<file path="config.mk">
export PLATFORM = sky130hd
export DESIGN_NAME = twowire_master_receiver
export DESIGN_NICKNAME = d
export VERILOG_FILES = /design/src/hw/twowire_pkg.sv /design/src/hw/twowire_master_receiver.sv /design/src/hw/pin_sync.sv /design/src/hw/tick_divider.sv
export SDC_FILE = /design/constraint.sdc
export NUM_CORES = 1
export LEC_CHECK = 0
export BUFFER_PORTS_ARGS = -buffer_cell sky130_fd_sc_hd__buf_2
export CORE_MARGIN = 1
export CORE_UTILIZATION = 25
export CTS_CLUSTER_SIZE = 40
export DETAILED_ROUTE_END_ITERATION = 8
export SLEW_MARGIN = 25
export SYNTH_ARGS = -nofsm -noshare
export SYNTH_HDL_FRONTEND = slang
export SYNTH_SLANG_ARGS = --single-unit
</file>
<file path="constraint.sdc">
create_clock -name sys_clk -period 2.2 [get_ports sys_clk]
set_input_delay 0.11 -clock sys_clk [delete_from_list [all_inputs] [get_ports sys_clk]]
set_output_delay 0.11 -clock sys_clk [all_outputs]
set_load 0.03 [all_outputs]
</file>
<file path="src/hw/twowire_pkg.sv">
// shared constants, register map, status codes and carrier types
// assumes a 100 MHz sys_clk and an apb master with 32-bit data
package twowire_pkg;

    // ------------------------------------------------------------
    // timing
    // ------------------------------------------------------------
    localparam int CLK_PERIOD_NS  = 10;
    localparam int BIT_TIME_NS    = 10000;
    localparam int QUARTER_CYCLES = BIT_TIME_NS / CLK_PERIOD_NS / 4;

    // ------------------------------------------------------------
    // register map (byte addresses)
    // ------------------------------------------------------------
    localparam int          ADDR_W        = 8;
    localparam logic [7:0]  ADDR_CONTROL  = 8'h00;
    localparam logic [7:0]  ADDR_STATUS   = 8'h04;
    localparam logic [7:0]  ADDR_DATA     = 8'h08;
    localparam logic [7:0]  ADDR_IRQ_STAT = 8'h0C;
    localparam logic [7:0]  ADDR_IRQ_MASK = 8'h10;

    // control_reg bit positions
    localparam int CTL_DONE  = 7;
    localparam int CTL_ACKEN = 6;
    localparam int CTL_START = 5;
    localparam int CTL_STOP  = 4;
    localparam int CTL_WCOL  = 3;
    localparam int CTL_EN    = 2;
    localparam int CTL_IE    = 0;

    // irq status / mask bit positions
    localparam int IRQ_W     = 3;
    localparam int IRQ_DONE  = 0;
    localparam int IRQ_ARB   = 1;
    localparam int IRQ_STOP  = 2;

    // ------------------------------------------------------------
    // status codes, prescaler bits always zero
    // ------------------------------------------------------------
    localparam logic [7:0] SC_START    = 8'h08;
    localparam logic [7:0] SC_RSTART   = 8'h10;
    localparam logic [7:0] SC_AW_ACK   = 8'h18;
    localparam logic [7:0] SC_AW_NACK  = 8'h20;
    localparam logic [7:0] SC_TX_ACK   = 8'h28;
    localparam logic [7:0] SC_TX_NACK  = 8'h30;
    localparam logic [7:0] SC_ARB_LOST = 8'h38;
    localparam logic [7:0] SC_AR_ACK   = 8'h40;
    localparam logic [7:0] SC_AR_NACK  = 8'h48;
    localparam logic [7:0] SC_RX_ACK   = 8'h50;
    localparam logic [7:0] SC_RX_NACK  = 8'h58;
    localparam logic [7:0] SC_NO_INFO  = 8'hF8;

    // ------------------------------------------------------------
    // types
    // ------------------------------------------------------------
    typedef enum logic [2:0] {
        FSM_IDLE  = 3'b000,
        FSM_START = 3'b001,
        FSM_HOLD  = 3'b010,
        FSM_TXB   = 3'b011,
        FSM_TACK  = 3'b100,
        FSM_RXB   = 3'b101,
        FSM_RACK  = 3'b110,
        FSM_STOP  = 3'b111
    } fsm_t;

    typedef struct packed {
        logic              psel;
        logic              penable;
        logic              pwrite;
        logic [ADDR_W-1:0] paddr;
        logic [31:0]       pwdata;
    } apb_req_t;

    typedef struct packed {
        logic        pready;
        logic        pslverr;
        logic [31:0] prdata;
    } apb_rsp_t;

    typedef struct packed {
        logic sclOut;
        logic sclOe;
        logic sdaOut;
        logic sdaOe;
    } pad_out_t;

endpackage

</file>
<file path="src/hw/twowire_master_receiver.sv">
// two-wire master receiver engine with apb register file
// assumes open-drain pads outside and an apb master on sys_clk
//
// Contract
// - master mode starts only after this block has driven a START
// - read bit of address byte selects receive, write bit selects transmit
// - requested START waits until the bus is seen free
// - after START the done flag sets and status reads 0x08
// - writing one clears done and lets the engine continue; zero keeps it
// - after address byte and acknowledge, done sets with 0x38, 0x40 or 0x48
// - each received byte is readable from data register while done is set
// - a receive ends with STOP or repeated START from the master
// - ack enable 1 returns ACK after next byte, 0 returns NOT ACK
// - status 0x50 after returned ACK, 0x58 after returned NOT ACK
// - arbitration lost in address or NOT ACK gives 0x38, bus released
// - stop request bit clears itself once STOP is on the bus
//
// Added by the designer: the register offsets and the APB register port.
module twowire_master_receiver
    import twowire_pkg::*;
#(
    parameter int QUARTER = QUARTER_CYCLES
) (
    input  wire logic     sys_clk,
    input  wire logic     rstn,
    input  wire apb_req_t apbReq,
    output apb_rsp_t      apbRsp,
    input  wire logic     sclIn,
    input  wire logic     sdaIn,
    output pad_out_t      pads,
    output logic          irq
);

    // ------------------------------------------------------------
    // state
    // ------------------------------------------------------------
    typedef struct packed {
        fsm_t             fsm;
        logic [1:0]       phase;
        logic [2:0]       bitCnt;
        logic             done;
        logic             ackEn;
        logic             sta;
        logic             sto;
        logic             wcol;
        logic             en;
        logic             ie;
        logic [7:0]       status;
        logic [7:0]       shift;
        logic             rxMode;
        logic             addrByte;
        logic             ackOut;
        logic             owner;
        logic             busy;
        logic             sclPull;
        logic             sdaPull;
        logic             sclPrev;
        logic             sdaPrev;
        logic [IRQ_W-1:0] irqStat;
        logic [IRQ_W-1:0] irqMask;
        logic [31:0]      prdata;
    } state_t;

    state_t s_ff;
    state_t nxt_s;

    logic [1:0] pinSync;
    logic       sclS;
    logic       sdaS;
    logic       tick;

    pin_sync #(
        .WIDTH (2),
        .INIT  (2'b11)
    ) u_sync (
        .sys_clk (sys_clk),
        .rstn    (rstn),
        .pinIn   ({sclIn, sdaIn}),
        .pinOut  (pinSync)
    );

    tick_divider #(
        .DIV (QUARTER)
    ) u_tick (
        .sys_clk (sys_clk),
        .rstn    (rstn),
        .tick    (tick)
    );

    assign sclS = pinSync[1];
    assign sdaS = pinSync[0];

    // ------------------------------------------------------------
    // address decode
    // ------------------------------------------------------------
    function automatic logic isMapped(input logic [ADDR_W-1:0] a);
        return (a == ADDR_CONTROL) || (a == ADDR_STATUS) || (a == ADDR_DATA)
            || (a == ADDR_IRQ_STAT) || (a == ADDR_IRQ_MASK);
    endfunction

    function automatic logic [7:0] ctlByte(input state_t st);
        logic [7:0] v;
        v            = 8'h00;
        v[CTL_DONE]  = st.done;
        v[CTL_ACKEN] = st.ackEn;
        v[CTL_START] = st.sta;
        v[CTL_STOP]  = st.sto;
        v[CTL_WCOL]  = st.wcol;
        v[CTL_EN]    = st.en;
        v[CTL_IE]    = st.ie;
        return v;
    endfunction

    logic       access;
    logic       wrAcc;
    logic       setDone;
    logic       arbLost;
    logic       stopDone;
    logic       startSeen;
    logic       stopSeen;
    logic [7:0] doneCode;

    assign access    = apbReq.psel && apbReq.penable;
    assign wrAcc     = access && apbReq.pwrite && isMapped(apbReq.paddr);
    assign startSeen = sclS && s_ff.sdaPrev && !sdaS;
    assign stopSeen  = sclS && !s_ff.sdaPrev && sdaS;

    // ------------------------------------------------------------
    // next state
    // ------------------------------------------------------------
    always_comb begin
        nxt_s    = s_ff;
        setDone  = 1'b0;
        arbLost  = 1'b0;
        stopDone = 1'b0;
        doneCode = SC_NO_INFO;

        nxt_s.sclPrev = sclS;
        nxt_s.sdaPrev = sdaS;
        if (startSeen) begin
            nxt_s.busy = 1'b1;
        end else if (stopSeen) begin
            nxt_s.busy = 1'b0;
        end

        // read data captured in setup phase so prdata comes from a flop
        if (apbReq.psel && !apbReq.penable) begin
            case (apbReq.paddr)
                ADDR_CONTROL:  nxt_s.prdata = {24'h00_0000, ctlByte(s_ff)};
                ADDR_STATUS:   nxt_s.prdata = {24'h00_0000, s_ff.status};
                ADDR_DATA:     nxt_s.prdata = {24'h00_0000, s_ff.shift};
                ADDR_IRQ_STAT: nxt_s.prdata = {29'h0000_0000, s_ff.irqStat};
                ADDR_IRQ_MASK: nxt_s.prdata = {29'h0000_0000, s_ff.irqMask};
                default:       nxt_s.prdata = 32'h0000_0000;
            endcase
        end

        // software writes first; hardware sets below override them
        if (wrAcc) begin
            case (apbReq.paddr)
                ADDR_CONTROL: begin
                    if (apbReq.pwdata[CTL_DONE]) begin
                        nxt_s.done = 1'b0;
                    end
                    nxt_s.ackEn = apbReq.pwdata[CTL_ACKEN];
                    nxt_s.sta   = apbReq.pwdata[CTL_START];
                    nxt_s.sto   = apbReq.pwdata[CTL_STOP];
                    nxt_s.en    = apbReq.pwdata[CTL_EN];
                    nxt_s.ie    = apbReq.pwdata[CTL_IE];
                end
                ADDR_DATA: begin
                    // loading the shifter mid-byte would corrupt the bus
                    if (s_ff.done) begin
                        nxt_s.shift = apbReq.pwdata[7:0];
                        nxt_s.wcol  = 1'b0;
                    end else begin
                        nxt_s.wcol = 1'b1;
                    end
                end
                ADDR_IRQ_STAT: nxt_s.irqStat = s_ff.irqStat & ~apbReq.pwdata[IRQ_W-1:0];
                ADDR_IRQ_MASK: nxt_s.irqMask = apbReq.pwdata[IRQ_W-1:0];
                default: ;
            endcase
        end

        // bus engine; one phase per quarter-bit tick
        case (s_ff.fsm)
            FSM_IDLE: begin
                nxt_s.sclPull = 1'b0;
                nxt_s.sdaPull = 1'b0;
                nxt_s.owner   = 1'b0;
                if (s_ff.en && s_ff.sta && !s_ff.done && !s_ff.busy) begin
                    nxt_s.fsm   = FSM_START;
                    nxt_s.phase = 2'd0;
                end
            end
            FSM_START: if (tick) begin
                case (s_ff.phase)
                    2'd0: begin
                        nxt_s.sdaPull = 1'b0;
                        nxt_s.phase   = 2'd1;
                    end
                    2'd1: begin
                        nxt_s.sclPull = 1'b0;
                        if (sclS && sdaS) begin
                            nxt_s.phase = 2'd2;
                        end
                    end
                    2'd2: begin
                        nxt_s.sdaPull = 1'b1;
                        nxt_s.phase   = 2'd3;
                    end
                    default: begin
                        nxt_s.sclPull = 1'b1;
                        nxt_s.owner   = 1'b1;
                        nxt_s.fsm     = FSM_HOLD;
                        nxt_s.phase   = 2'd0;
                        setDone       = 1'b1;
                        doneCode      = s_ff.owner ? SC_RSTART : SC_START;
                    end
                endcase
            end
            FSM_HOLD: begin
                // clock held low until software clears done
                if (!s_ff.done) begin
                    nxt_s.phase = 2'd0;
                    if (s_ff.sto) begin
                        nxt_s.fsm = FSM_STOP;
                    end else if (s_ff.sta) begin
                        nxt_s.fsm = FSM_START;
                    end else if (s_ff.status == SC_START || s_ff.status == SC_RSTART) begin
                        nxt_s.fsm      = FSM_TXB;
                        nxt_s.rxMode   = s_ff.shift[0];
                        nxt_s.addrByte = 1'b1;
                        nxt_s.bitCnt   = 3'd7;
                    end else if (s_ff.status == SC_AR_ACK || s_ff.status == SC_RX_ACK) begin
                        nxt_s.fsm    = FSM_RXB;
                        nxt_s.ackOut = s_ff.ackEn;
                        nxt_s.bitCnt = 3'd7;
                    end else if (!s_ff.rxMode && s_ff.status != SC_NO_INFO) begin
                        nxt_s.fsm      = FSM_TXB;
                        nxt_s.addrByte = 1'b0;
                        nxt_s.bitCnt   = 3'd7;
                    end
                end
            end
            FSM_TXB, FSM_RXB: if (tick) begin
                case (s_ff.phase)
                    2'd0: begin
                        nxt_s.sdaPull = (s_ff.fsm == FSM_TXB) && !s_ff.shift[s_ff.bitCnt];
                        nxt_s.phase   = 2'd1;
                    end
                    2'd1: begin
                        nxt_s.sclPull = 1'b0;
                        nxt_s.phase   = 2'd2;
                    end
                    2'd2: if (sclS) begin
                        nxt_s.phase = 2'd3;
                        if (s_ff.fsm == FSM_RXB) begin
                            nxt_s.shift = {s_ff.shift[6:0], sdaS};
                        end else if (!s_ff.sdaPull && !sdaS) begin
                            arbLost = 1'b1;
                        end
                    end
                    default: begin
                        nxt_s.sclPull = 1'b1;
                        nxt_s.phase   = 2'd0;
                        nxt_s.bitCnt  = s_ff.bitCnt - 3'd1;
                        if (s_ff.bitCnt == 3'd0) begin
                            nxt_s.fsm = (s_ff.fsm == FSM_TXB) ? FSM_TACK : FSM_RACK;
                        end
                    end
                endcase
            end
            FSM_TACK, FSM_RACK: if (tick) begin
                case (s_ff.phase)
                    2'd0: begin
                        nxt_s.sdaPull = (s_ff.fsm == FSM_RACK) && s_ff.ackOut;
                        nxt_s.phase   = 2'd1;
                    end
                    2'd1: begin
                        nxt_s.sclPull = 1'b0;
                        nxt_s.phase   = 2'd2;
                    end
                    2'd2: if (sclS) begin
                        nxt_s.phase  = 2'd3;
                        nxt_s.ackOut = (s_ff.fsm == FSM_TACK) ? !sdaS : s_ff.ackOut;
                        if (s_ff.fsm == FSM_RACK && !s_ff.ackOut && !sdaS) begin
                            arbLost = 1'b1;
                        end
                    end
                    default: begin
                        nxt_s.sclPull = 1'b1;
                        nxt_s.sdaPull = 1'b0;
                        nxt_s.phase   = 2'd0;
                        nxt_s.fsm     = FSM_HOLD;
                        setDone       = 1'b1;
                        if (s_ff.fsm == FSM_RACK) begin
                            doneCode = s_ff.ackOut ? SC_RX_ACK : SC_RX_NACK;
                        end else if (s_ff.addrByte && s_ff.rxMode) begin
                            doneCode = s_ff.ackOut ? SC_AR_ACK : SC_AR_NACK;
                        end else if (s_ff.addrByte) begin
                            doneCode = s_ff.ackOut ? SC_AW_ACK : SC_AW_NACK;
                        end else begin
                            doneCode = s_ff.ackOut ? SC_TX_ACK : SC_TX_NACK;
                        end
                    end
                endcase
            end
            FSM_STOP: if (tick) begin
                case (s_ff.phase)
                    2'd0: begin
                        nxt_s.sdaPull = 1'b1;
                        nxt_s.phase   = 2'd1;
                    end
                    2'd1: begin
                        nxt_s.sclPull = 1'b0;
                        nxt_s.phase   = 2'd2;
                    end
                    2'd2: if (sclS) begin
                        nxt_s.sdaPull = 1'b0;
                        nxt_s.phase   = 2'd3;
                    end
                    default: begin
                        nxt_s.sto    = 1'b0;
                        nxt_s.owner  = 1'b0;
                        nxt_s.status = SC_NO_INFO;
                        nxt_s.phase  = 2'd0;
                        stopDone     = 1'b1;
                        // stop plus start: a fresh start follows
                        nxt_s.fsm = s_ff.sta ? FSM_START : FSM_IDLE;
                    end
                endcase
            end
            default: nxt_s.fsm = FSM_IDLE;
        endcase

        // lost arbitration: let go of both lines at once
        if (arbLost) begin
            nxt_s.sclPull = 1'b0;
            nxt_s.sdaPull = 1'b0;
            nxt_s.owner   = 1'b0;
            nxt_s.phase   = 2'd0;
            nxt_s.fsm     = FSM_IDLE;
            setDone       = 1'b1;
            doneCode      = SC_ARB_LOST;
        end

        // hardware set wins over a same-cycle software clear
        if (setDone) begin
            nxt_s.done             = 1'b1;
            nxt_s.status           = doneCode;
            nxt_s.irqStat[IRQ_DONE] = 1'b1;
        end
        if (arbLost) begin
            nxt_s.irqStat[IRQ_ARB] = 1'b1;
        end
        if (stopDone) begin
            nxt_s.irqStat[IRQ_STOP] = 1'b1;
        end

        // disabled interface drops the bus and the engine
        if (!s_ff.en) begin
            nxt_s.fsm     = FSM_IDLE;
            nxt_s.sclPull = 1'b0;
            nxt_s.sdaPull = 1'b0;
            nxt_s.owner   = 1'b0;
            nxt_s.busy    = 1'b0;
        end
    end

    // ------------------------------------------------------------
    // registers
    // ------------------------------------------------------------
    always_ff @(posedge sys_clk) begin
        if (!rstn) begin
            s_ff         <= '0;
            s_ff.fsm     <= FSM_IDLE;
            s_ff.status  <= SC_NO_INFO;
            s_ff.sclPrev <= 1'b1;
            s_ff.sdaPrev <= 1'b1;
        end else begin
            s_ff <= nxt_s;
        end
    end

    // ------------------------------------------------------------
    // outputs
    // ------------------------------------------------------------
    assign apbRsp.pready  = access;
    assign apbRsp.pslverr = access && !isMapped(apbReq.paddr);
    assign apbRsp.prdata  = s_ff.prdata;

    // open drain: output level fixed low, enable pulls the line
    assign pads.sclOut = 1'b0;
    assign pads.sclOe  = s_ff.sclPull;
    assign pads.sdaOut = 1'b0;
    assign pads.sdaOe  = s_ff.sdaPull;

    assign irq = (|(s_ff.irqStat & s_ff.irqMask)) || (s_ff.done && s_ff.ie);

endmodule

</file>
<file path="src/hw/pin_sync.sv">
// three-flop synchroniser for asynchronous pin levels
// assumes inputs come from outside sys_clk domain
module pin_sync
    import twowire_pkg::*;
#(
    parameter int WIDTH = 2,
    parameter logic [WIDTH-1:0] INIT = '1
) (
    input  wire logic             sys_clk,
    input  wire logic             rstn,
    input  wire logic [WIDTH-1:0] pinIn,
    output logic      [WIDTH-1:0] pinOut
);
    logic [WIDTH-1:0] s1_ff, s2_ff, s3_ff, out_ff;

    // a change counts once stages two and three agree
    always_ff @(posedge sys_clk) begin
        if (!rstn) begin
            s1_ff  <= INIT;
            s2_ff  <= INIT;
            s3_ff  <= INIT;
            out_ff <= INIT;
        end else begin
            s1_ff <= pinIn;
            s2_ff <= s1_ff;
            s3_ff <= s2_ff;
            for (int i = 0; i < WIDTH; i++) begin
                if (s2_ff[i] == s3_ff[i]) begin
                    out_ff[i] <= s3_ff[i];
                end
            end
        end
    end

    assign pinOut = out_ff;
endmodule

</file>
<file path="src/hw/tick_divider.sv">
// quarter-bit enable pulse generator
// assumes one sys_clk domain; tick is one cycle wide
module tick_divider
    import twowire_pkg::*;
#(
    parameter int DIV = QUARTER_CYCLES
) (
    input  wire logic sys_clk,
    input  wire logic rstn,
    output logic      tick
);
    localparam int CW = $clog2(DIV + 1);
    logic [CW-1:0] cnt_ff;
    logic          tick_ff;

    always_ff @(posedge sys_clk) begin
        if (!rstn) begin
            cnt_ff  <= '0;
            tick_ff <= 1'b0;
        end else if (cnt_ff == CW'(DIV - 1)) begin
            cnt_ff  <= '0;
            tick_ff <= 1'b1;
        end else begin
            cnt_ff  <= cnt_ff + CW'(1);
            tick_ff <= 1'b0;
        end
    end

    assign tick = tick_ff;
endmodule

</file>
==> flow_summary.yaml, run 1 <==
outcome:
  outcome: "finished, final reports clean"
power_and_ir_drop:
  vdd.ir_drop.worst_uv: 347
  leakagePower_nw: 1.86
  p_per_area_nw_per_um2: 608
timing:
  fin_skew_ns: 0.00742
  finalSetupViolCount: 0
  period_minus_slack_ns: 2.06
  hold_viol_final: 0
  period_share: 0.937
  slew_headroom: 0.628
  fin_ws_ns: 0.138
  slew_viol_final: 0
  rsz0062_at_grt: "false"
  tns_ns: 0
  fmax_mhz: 485
  worst_pin_slew_ns: 0.558
cts:
  clk_pin_slew_ns: 0.06
  htreeDepth: 3
  cts_buffers: 9
  post_cts_buffers: 0
  cts_buffer_depth: 2
  clock_tree.root_cell: "clkbuf_16"
  worst_skew_pair.late_latency_ns: 0.34
  cts.sinks: 67
  cts_tree: "built"
worst_setup_path:
  timing.rr.start: "s_ff[76]"
  critPathLaunchType: "flip-flop"
  criticalPathCategory: "flip-flop to flip-flop"
  critPathLaunch: "s_ff[76]"
  worstPathMaxFanout: 14
  required_ns: 2.48
  end_kind: "flip-flop"
  arrival_ns: 2.34
worst_hold_path:
  min_path_type: "input port to flip-flop"
  worstHoldStart: "apbReq[4]"
routing:
  vias: 3495
  routed_via_density: 4.72
  routed_wl_um: 10000
  initialDrtViolationCount: 252
  drtAntennaViolNets: 0
  dr.pass1.iters: 4
  wl_per_cell_um: 13.5
  drcViolationCount: 0
synth:
  yosys.area.top_type: "dfxtp_1"
  post_synth_main_area_contributors: "dfxtp_1, buf_4, mux2i_1"
  synth-edff-count: 0
  synth_area_per_cell_sq_um: 8.23
  synth_seq_cells: 67
  syn_inst: 480
  synth_most_common_cell: "dfxtp_1"
  seq_area_frac_synth: 0.339
  synth_top_cells_by_count: "dfxtp_1, nor2_1, buf_4, o21ai_0"
  yosysWarnings: 0
  async_flop_share: 0
  synth_top_area_share: 0.339
  syn-cell-area_sq_um: 3950
  synth_ff_type: "dfxtp_1"
  ys_types: 68
floorplan:
  rows: 45
  die_y_um: 128
  initial_core_util: 0.258
  coreArea_sq_um: 15300
  die-area_sq_um: 16300
  die_w_um: 128
  ios: 86
finish:
  n_antenna_cell: 0
  final_util: 0.306
  final_net_count: 581
  syn2layout_area_growth_pct: 18.8
  drive_gt1_frac: 0.187
job:
  maxCapViolations: 0
place:
  place_ws_ns: 0.0615
  hpwl_um: 7590
  gp_congestion: 0.838
  port_buffers: 35
global_routing:
  grt_pass1_vias: 3088
  grtUsageTotal: 0.128
  grt_max_degree: 24
  grt_pass1_wl_um: 16300
  antenna_found_initial: 0
  gr-total-overflow: 0
## worst max-delay path: stages, from the launching register on
cell       delay (ns)
dfxtp_1          0.36
buf_4            0.20
nand3b_1         0.14
a2111oi_1        0.48
buf_4            0.19
and2_1           0.20
nand2b_1         0.26
o41a_1           0.17
## layer usage
metal	routed length (um)	GRT usage	vias to the layer above
li1	-	-	1756
met1	4910	0.177	1642
met2	4520	0.196	87
met3	475	0.0313	10
met4	98	0.0367	0
met5	0	0	-
## power breakdown
group / leakage [nW] / internal, mW / switching [mW]
sequential: 0.542 / 1.22 / 0.00598
clock: 0.148 / 0.907 / 0.552
combinational: 1.17 / 0.0430 / 0.125
total: 1.86 / 2.17 / 0.682
## final timing paths
path	endpoint	slack, ns	cells after the start
worst max-delay path	s_ff[59]	0.14	7
worst min-delay path	s_ff[66]	0.06	3
worst max register to register	s_ff[59]	0.14	7
worst min register to register	u_sync.s2_ff[1]	0.40	1
## cell usage in the layout (no fill, tap or decap), types with 5 or more instances in the layout
cell type / count
dfxtp_1: 67
nor2_1: 41
o21ai_0: 37
buf_2: 35
a21oi_1: 34
nand2_1: 34
buf_4: 33
mux2i_1: 26
conb_1: 26
nand2b_1: 19
nand3_1: 13
nor3_1: 13
inv_1: 10
ha_1: 9
clkbuf_16: 9
nor2b_1: 7
o21a_1: 7
and3_1: 6
and2_1: 5
a22o_1: 5
or3_1: 5
## what timing repair did
item / 4_1_cts / 5_1_grt
gates resized for setup: 0 / 2
hold buffers: 2 / 0
endpoints found under the setup margin: 0 / 4
endpoints found under the hold margin: 2 / 0
## cells by family (layout without fill, tap and decap cells)
logic type | Yosys count | after routing | share of synthesized area
compound gates | 124 | 124 | 0.200
xor+xnor | 7 | 7 | 0.0155
fa+ha+maj | 9 | 9 | 0.0285
buf+inv | 72 | 97 | 0.104
flops | 67 | 67 | 0.339
mux | 28 | 28 | 0.0773
other cells | 1 | 26 | 0.000949
simple gates | 172 | 172 | 0.234
## layout make-up
type	instances	area [sq um]
fill	1654	10600
inverter	11	41.3
timing repair buffer	70	443
tap	211	264
multi-input combinational	366	2300
clock inverter	6	65.1
clock buffer	10	239
sequential	67	1340
## state kept, by name, indices dropped and copies added, names as in the netlist
name / count
u_sync.s2_ff: 2
u_sync.s3_ff: 2
pads: 2
u_tick.cnt_ff: 8
apbRsp: 8
u_tick.tick: 1
s_ff: 40
u_sync.s1_ff: 2
u_sync.pinOut: 2
## metrics by stage
step                total power, mW  hold WS, ns  cells  cell area [sq um]
floorplan                      1.41        0.211    505               4050
global placement               1.42        0.291    723               4360
detailed placement             1.42        0.295    723               4360
CTS                            2.89       0.0513    741               4690
global route                   2.97       0.0647    741               4690
finish                         2.86       0.0561    741               4690
Power figures use the tool's default switching activity.
==> inputs of run 2 (changes only) <==
CELL_PAD_IN_SITES_DETAIL_PLACEMENT = 1   (was default)
CELL_PAD_IN_SITES_GLOBAL_PLACEMENT = 1   (was default)
PLACE_DENSITY_LB_ADDON = 0.1   (was default)
==> run 2 against run 1 <==
  * Cell area rose by 1.6%
  * Register-to-register slack is essentially flat
  * Combinational power up 3%
  * Routed wire length rose by 23%
  * Count of clock-buffer cells in the layout shrank 1
  * Worst setup slack gained 0.012 ns
  * Critical path depth stayed put
  * Global-route usage increased by 3.0 points
  * Clock skew about the same
  * Sequential power about the same
  * Sequential share of layout area shrank 0.46 points
  * Highest routed layer unchanged
==> flow_summary.yaml, run 2 (same netlist as run 1, synthesis figures left out) <==
worst_setup_path:
  critPathLaunchType: "flip-flop"
  criticalPathCategory: "flip-flop to flip-flop"
  rr_worst_depth: 7
  required_ns: 2.42
  worstPathMaxFanout: 8
  end_kind: "flip-flop"
  arrival_ns: 2.27
routing:
  vias: 3518
  drcViolationCount: 0
  drtAntennaViolNets: 0
  wl_per_cell_um: 16.3
  initialDrtViolationCount: 159
  routed_via_density: 4.69
  dr.pass1.iters: 4
  routed_wl_um: 12300
floorplan:
  die_w_um: 128
  die_y_um: 128
  die-area_sq_um: 16300
  coreArea_sq_um: 15300
  rows: 45
  initial_core_util: 0.258
  ios: 86
finish:
  n_antenna_cell: 0
  drive_gt1_frac: 0.204
  top_register: "s_ff"
  final_cell_mix: "dfxtp_1, buf_4, nor2_1"
  syn2layout_area_growth_pct: 20.7
  postLayoutCellArea_sq_um: 4770
  final_common_cell: "dfxtp_1"
  largest_register_ff_count: 40
  final_net_count: 590
timing:
  slew_headroom: 0.597
  slew_viol_final: 0
  hold_viol_final: 0
  worst_pin_slew_ns: 0.604
  finalSetupViolCount: 0
  finalHoldWorstSlack_ns: 0.0480
  rsz0062_at_grt: "false"
  period_minus_slack_ns: 2.05
  fmax_mhz: 488
  fin_skew_ns: 0.00715
  period_share: 0.932
global_routing:
  antenna_found_initial: 0
  gr-total-overflow: 0
  grtUsageTotal: 0.157
  grt_pass1_wl_um: 19300
  grt_pass1_vias: 3444
  grt_max_degree: 25
worst_hold_path:
  min_path_type: "input port to flip-flop"
  min_path_cells: 3
power_and_ir_drop:
  combPwrFrac: 0.059
  internal_power_mw: 2.16
  p_per_area_nw_per_um2: 611
  switchingPower_mw: 0.753
  clkPwrFrac: 0.519
  pwr-share-seq: 0.421
  p_sw_frac: 0.258
  leakagePower_nw: 1.90
  vdd.ir_drop.worst_uv: 336
  design_power_total_mw: 2.92
cts:
  cts_buffer_depth: 2
  cts.sinks: 67
  post_cts_buffers: 0
  worst_skew_pair.late_latency_ns: 0.35
  clock_tree.root_cell: "clkbuf_16"
  htreeDepth: 3
  clk_pin_slew_ns: 0.06
  cts_tree: "built"
  cts_buffers: 9
outcome:
  outcome: "finished, final reports clean"
job:
  maxCapViolations: 0
place:
  port_buffers: 35
  hpwl_um: 9680
  placed_cell_area_sq_um: 4430
  gp_congestion: 0.759
## run 2: cell count changes in the layout (fill, tap and decap cells not counted), sizes merged
cell	previous run	this run
buf	68	77
clkbuf	10	9
clkinv	5	2
inv	10	14
## run 2: worst paths after layout
check,start,to,slack (ns)
setup / recovery,s_ff[77],s_ff[59],0.15
hold / removal,apbReq[6],s_ff[68],0.05
setup reg to reg,s_ff[77],s_ff[59],0.15
hold reg to reg,u_sync.s1_ff[1],u_sync.s2_ff[1],0.41
## run 2: layout make-up
class,instances,area [sq um]
clock buffer,9,225
clock inverter,7,80.1
fill,1860,10500
inverter,11,41.3
multi-input combinational,366,2310
sequential,67,1340
tap,211,264
timing repair buffer,79,510
## run 2: repair_timing
action,in CTS,in global routing
endpoints found under the hold margin,2,0
hold buffers,2,0
endpoints found under the setup margin,3,4
resized for setup,1,3
## run 2: per-layer routing
| metal | GRT usage | up-vias | routed length (um) |
|---|---|---|---|
| met1 | 0.205 | 1698 | 6010 |
| met3 | 0.0380 | 11 | 337 |
| li1 | - | 1761 | - |
| met2 | 0.259 | 48 | 5790 |
| met5 | 0 | - | 0 |
| met4 | 0.0415 | 0 | 115 |
## run 2: power by group through the flow
stage               combinational, mW  sequential [mW]  clock [mW]
floorplan                       0.151             1.25           0
finish                          0.173             1.23        1.51
global placement                0.171             1.26           0
CTS                             0.175             1.23        1.57
detailed placement              0.171             1.26           0
global route                    0.190             1.23        1.61
## run 2: stage by stage
step | cells | worst slack [ns] | util | setup TNS [ns]
after floorplan | 505 | 0.222 | - | 0
after global placement | 732 | -0.149 | 0.289 | -0.821
after detailed placement | 732 | -0.0284 | 0.289 | -0.0390
after CTS | 750 | 0.00561 | 0.311 | 0
after global routing | 750 | 0.0322 | 0.311 | 0
final | 750 | 0.150 | 0.311 | 0
## run 2: critical path, stage by stage (launching register included)
cell       delay (ns)
dfxtp_1          0.43
buf_4            0.20
nand3b_1         0.19
a2111oi_2        0.10
buf_4            0.14
and2_1           0.17
nand2b_2         0.25
o41a_1           0.43
